==> src/common/dgc_consts.svh <==
// Offsets, field positions and reset values of the global DMA control block
`ifndef DGC_CONSTS_SVH
`define DGC_CONSTS_SVH
`define DGC_CTRL_OFFSET 4'h0
`define DGC_ID_OFFSET 4'h4
`define DGC_ENABLE_BIT 15
`define DGC_SUSPEND_BIT 12
`define DGC_BUSY_BIT 11
`define DGC_CTRL_RESET 32'h0000_0000
`define DGC_WRITE_MASK 32'h0000_9000
`define DGC_ID_VALUE 32'h0d0a_0001
`define DGC_UNMAPPED_READ 32'h0000_0000
`endif

==> src/common/dgc_pkg.sv <==
// Types shared by the global DMA control block
package dgc_pkg;
    typedef logic [31:0] dgc_word_t;
    typedef logic [3:0] dgc_addr_t;
    typedef enum logic [1:0] {
        DGC_IDLE,
        DGC_ANSWER
    } dgc_bus_state_t;
endpackage

==> src/common/dgc_chan_if.sv <==
// Channel-side control and status signals of the global DMA control block
`timescale 1ns/10ps
interface dgc_chan_if;
    logic ch_busy;
    logic ch_enable;
    logic ch_hold;
    modport ctrl
    (
        input ch_busy,
        output ch_enable,
        output ch_hold
    );
    modport chan
    (
        output ch_busy,
        input ch_enable,
        input ch_hold
    );
endinterface

==> src/hdl/dgc_top.sv <==
// Global DMA control word with Avalon-MM slave access
`timescale 1ns/10ps
`include "dgc_consts.svh"
module dgc_top
(
    input wire logic core_clk,
    input wire logic rst,
    input wire dgc_pkg::dgc_addr_t address,
    input wire logic read,
    input wire logic write,
    input wire dgc_pkg::dgc_word_t writedata,
    input wire logic [3:0] byteenable,
    output dgc_pkg::dgc_word_t readdata,
    output logic waitrequest,
    input wire logic chan_busy,
    output logic chan_enable,
    output logic chan_hold
);
    import dgc_pkg::*;

    typedef struct packed {
        dgc_bus_state_t bus;
        dgc_word_t ctrl;
        dgc_word_t rdata;
        logic wait_n;
        logic ch_busy;
    } dgc_top_state_t;

    dgc_top_state_t state;
    dgc_top_state_t next_state;
    logic busy;

    dgc_chan_if chan_bus ();

    ////////////////////////////////////////////////////////////////////////
    // Byte-lane merge of a write into the control word
    function automatic dgc_word_t merge(input dgc_word_t old,
                                        input dgc_word_t data,
                                        input logic [3:0] be);
        dgc_word_t res;
        res = old;
        for (int i = 0; i < 4; i++)
        begin
            if (be[i])
            begin
                res[i*8 +: 8] = data[i*8 +: 8];
            end
        end
        return res & `DGC_WRITE_MASK;
    endfunction

    ////////////////////////////////////////////////////////////////////////
    // Bus slave: one wait cycle, answer on the second
    always_comb
    begin
        next_state = state;
        next_state.ch_busy = chan_bus.ch_busy;
        case (state.bus)
            DGC_IDLE:
            begin
                next_state.wait_n = 1'b0;
                if (read || write)
                begin
                    next_state.bus = DGC_ANSWER;
                    next_state.wait_n = 1'b1;
                    if (write && address == `DGC_CTRL_OFFSET)
                    begin
                        next_state.ctrl = merge(state.ctrl, writedata,
                                                byteenable);
                    end
                    if (address == `DGC_CTRL_OFFSET)
                    begin
                        next_state.rdata = state.ctrl;
                        next_state.rdata[`DGC_BUSY_BIT] = busy;
                    end
                    else if (address == `DGC_ID_OFFSET)
                    begin
                        next_state.rdata = `DGC_ID_VALUE;
                    end
                    else
                    begin
                        next_state.rdata = `DGC_UNMAPPED_READ;
                    end
                end
            end
            DGC_ANSWER:
            begin
                next_state.bus = DGC_IDLE;
                next_state.wait_n = 1'b0;
            end
            default:
            begin
                next_state.bus = DGC_IDLE;
                next_state.wait_n = 1'b0;
            end
        endcase
    end

    always_ff @(posedge core_clk or posedge rst)
    begin
        if (rst)
        begin
            state.bus <= DGC_IDLE;
            state.ctrl <= `DGC_CTRL_RESET;
            state.rdata <= 32'h0000_0000;
            state.wait_n <= 1'b0;
            state.ch_busy <= 1'b0;
        end
        else
        begin
            state <= next_state;
        end
    end

    ////////////////////////////////////////////////////////////////////////
    // Channel gating
    dgc_gate u_gate
    (
        .core_clk(core_clk),
        .rst(rst),
        .module_on(state.ctrl[`DGC_ENABLE_BIT]),
        .suspend(state.ctrl[`DGC_SUSPEND_BIT]),
        .chan_busy_in(state.ch_busy),
        .busy(busy),
        .chan(chan_bus.ctrl)
    );

    // Channel side of the carrier
    assign chan_bus.ch_busy = chan_busy;

    // Outputs from flip-flops
    assign readdata = state.rdata;
    assign waitrequest = ~state.wait_n;
    assign chan_enable = chan_bus.ch_enable;
    assign chan_hold = chan_bus.ch_hold;
endmodule

==> src/hdl/dgc_gate.sv <==
// Derives channel enable and hold from the control bits
`timescale 1ns/10ps
module dgc_gate
(
    input wire logic core_clk,
    input wire logic rst,
    input wire logic module_on,
    input wire logic suspend,
    input wire logic chan_busy_in,
    output logic busy,
    dgc_chan_if.ctrl chan
);
    import dgc_pkg::*;

    typedef struct packed {
        logic en;
        logic hold;
        logic busy;
    } dgc_gate_state_t;

    dgc_gate_state_t state;
    dgc_gate_state_t next_state;

    // Enable follows module on; hold follows suspend
    always_comb
    begin
        next_state = state;
        next_state.en = module_on;
        next_state.hold = suspend;
        next_state.busy = module_on | chan_busy_in;
    end

    always_ff @(posedge core_clk or posedge rst)
    begin
        if (rst)
        begin
            state <= '0;
        end
        else
        begin
            state <= next_state;
        end
    end

    assign chan.ch_enable = state.en;
    assign chan.ch_hold = state.hold;
    assign busy = state.busy;
endmodule

==> config.mk <==
export PLATFORM = sky130hd
export DESIGN_NAME = dgc_top
export DESIGN_NICKNAME = d
export VERILOG_FILES = /design/src/common/dgc_pkg.sv /design/src/common/dgc_chan_if.sv /design/src/hdl/dgc_top.sv /design/src/hdl/dgc_gate.sv
export VERILOG_INCLUDE_DIRS = /design/src /design/src/common
export SDC_FILE = /design/constraint.sdc
export NUM_CORES = 1
export LEC_CHECK = 0
export BUFFER_PORTS_ARGS = -buffer_cell sky130_fd_sc_hd__buf_2
export CAP_MARGIN = 20
export CORE_MARGIN = 2
export CORE_UTILIZATION = 29
export CTS_CLUSTER_DIAMETER = 120
export DETAILED_ROUTE_END_ITERATION = 16
export PLACE_DENSITY = 0.75
export SLEW_MARGIN = 20
export SYNTH_ARGS = -nofsm -noshare
export SYNTH_HDL_FRONTEND = slang
export SYNTH_SLANG_ARGS = --single-unit
==> constraint.sdc <==
create_clock -name core_clk -period 1.1 [get_ports core_clk]
set_input_delay 0.11 -clock core_clk [delete_from_list [all_inputs] [get_ports core_clk]]
set_output_delay 0.11 -clock core_clk [all_outputs]
set_load 0.01 [all_outputs]
==> out/metrics.csv <==
metric,value,unit
status,completed,
final hold slack,0.0700,ns
Pwr Density,1370,mW/mm2
Setup crit end kind,register,
Crit. Startpoint,address[3],
Die Footprint,0.00270,mm2
multi-input logic area,223,um2
max capacitance violation total,0,
fin nets,130,
Sw Pwr,278,uW
cell count after synthesis,64,
Clock Sinks,12,
maximum vdd drop,0.000493,V
Initial Util,30.5,%
detailed placement HPWL,829,um
initial antenna violation count,0,
Worst EP arrival,1.25,ns
"Slew Viols, Final",0,
Port Buf Inserts,23,
Yosys reg bits,12,
Routed WL,994,um
leading area contributor after synthesis,dfrtp_1,
clk root buf,clkbuf_4,
Rows,17,
fraction of layout cells with a size suffix above 1,41.7,%
clock share of power,33.5,%
prevailing post-synth register cell,dfrtp_1,
worst r2r src,state[66],
Tmin final,1.09,ns
register area share after synthesis,44.9,%
worst path bufs/invs,1,
Crit Path Category,primary input to register,
RSZ-0062 raised after global routing,true,
Final setup viols,0,
Max Root-Sink Buffers,2,
Post-synth top cells,"32 x buf_4, 12 x dfrtp_1, 4 x inv_1",
wire per inst,8.88,um
core area,0.00219,mm2
fraction of registers with async set/reset,100,%
register area,300,um2
clk slew on worst S/H paths,0.08,ns
Int Power,767,uW
Startpoint Class,primary input,
crit-path cells,"buf_6, or4_4, nor3_4, mux2_4",
Inst Count DP,106,
CP max FO,2,
Syn Area/Cell,10.4,um2
Leak,0.000443,uW
clock skew,0.00195,ns
Post-Syn Area,668,um2
CTS Buf Count,3,
fmax,916,MHz
antenna cell count,0,
P&R area growth vs syn,14.4,%
worst hold path startpoint,writedata[12],
Post-synth EDFFs,0,
setup tns final,0,ns
top-count cell post-synth,buf_4,
chip height,52,um
CP peak stage delay,0.55,ns
DIE WIDTH,52,um
drt via density,3.45,
worst skew pair latency,0.27,ns
warnings from Yosys,0,
detailed-route DRC error count,0,
htree depth,1,
ANT nets after route,0,
combinational share of power,17.9,%
GPL Wtd Cong,0.661,
Area contributors post-synth,"dfrtp_1 45%, buf_4 36%, a22o_1 3.9%, mux2_2 3.4%, inv_1 2.2%",
HP Class,primary input to register,
number of global-route vias before repair,323,
"delay-heaviest family, CP",simple AND/OR/NAND/NOR gates,
IO Count,80,
Final Cycle Share,99.2,%
Final Hold Fails,0,
Switching Share,26.6,%
post-route worst setup slack,0.00848,ns
Flop pwr share,48.7,%
Worst EP required,1.26,ns
total gr overflow,0,
DR iter-0 viols,0,
gr usage total,7.84,%
TritonCTS clock tree,done,
number of filler cells placed in the layout,230,
"Max stage delay cell, worst path",or4_4,
Unique masters post-synth,14,
largest net degree at the start of global routing,13,
DP Worst Slack,-0.292,ns
drt first pass iters,1,
share of the synthesized area in the top cell type,44.9,%
first-pass GRT wire length,1.45,mm
Layout Cells excl Fill,112,
post-route core utilization,34.9,%
vias post-DR,386,
[power by group through the flow]
stage | Clock, uW | Sequential, uW | Combinational (uW)
floorplan | 0 | 519 | 176
global placement | 0 | 517 | 164
detailed placement | 0 | 518 | 170
CTS | 358 | 509 | 178
global route | 375 | 515 | 206
finish | 350 | 509 | 187
[through the flow]
step	total power (uW)	cell area, um2
3_3_place_gp	681	682
3_5_place_dp	687	682
5_1_grt	1100	764
6_report	1040	764
4_1_cts	1050	744
2_1_floorplan	695	764
[state kept, by name, summed over array words and instances, names as in the netlist]
register,count
readdata,4
u_gate.chan.ch_hold,1
u_gate.busy,1
u_gate.chan.ch_enable,1
state,5
[worst register-to-register path, stage by stage (launching register included)]
cell and delay (ns):
dfrtp_1 0.41, nor3_4 0.23, mux2_4 0.32
[kinds of logic (layout without fill, tap and decap cells)]
logic type / after synthesis / count (layout) / synth area share (%)
simple gates: 8 / 8 / 7.12
other cells: 1 / 23 / 0.561
mux: 2 / 2 / 3.37
compound gates: 5 / 5 / 5.81
buf+inv: 36 / 34 / 38.2
flops: 12 / 12 / 44.9
[final cells by class]
cell class	instances	share of cell area [%]
Timing Repair Buffer	26	20.3
Inverter	4	1.96
Tap cell	28	4.58
Multi-Input combinational cell	38	29.1
Clock buffer	4	4.75
Sequential cell	12	39.3
[worst paths after layout]
| check | to | slack, ns | depth (start not counted) |
|---|---|---|---|
| min in group asynchronous | readdata[11] | 0.37 | 3 |
| min reg2reg | u_gate.chan.ch_hold | 0.42 | 0 |
| min | state[46] | 0.07 | 2 |
| max reg2reg | state[49] | 0.03 | 2 |
| max in group asynchronous | state[1] | 0.43 | 3 |
| max | state[49] | 0.008 | 4 |
[timing repair]
item	4_1_cts	5_1_grt
hold buffers	2	0
setup endpoints to repair	4	6
setup buffers	0	0
gates resized for setup	2	3
endpoints found under the hold margin	13	0
[per-layer routing]
layer,vias up,GRT usage (%),share of wire (%)
met5,-,0,0
met4,0,3.95,1.4
met3,2,4.02,8.4
met2,19,12.2,53
met1,176,8.66,37
li1,189,-,-
[cell usage in the layout (no fill, tap or decap), drive strengths merged, types with 2 or more instances in the layout]
master,synthesis,final
dfrtp,12,12
clkbuf,0,4
inv,4,4
dlygate4sd3,0,2
a22o,3,3
buf,32,24
mux2,2,2
nand2,3,3
nor3,2,2
conb,1,23
Note: power is estimated with default switching activity, not from simulation.
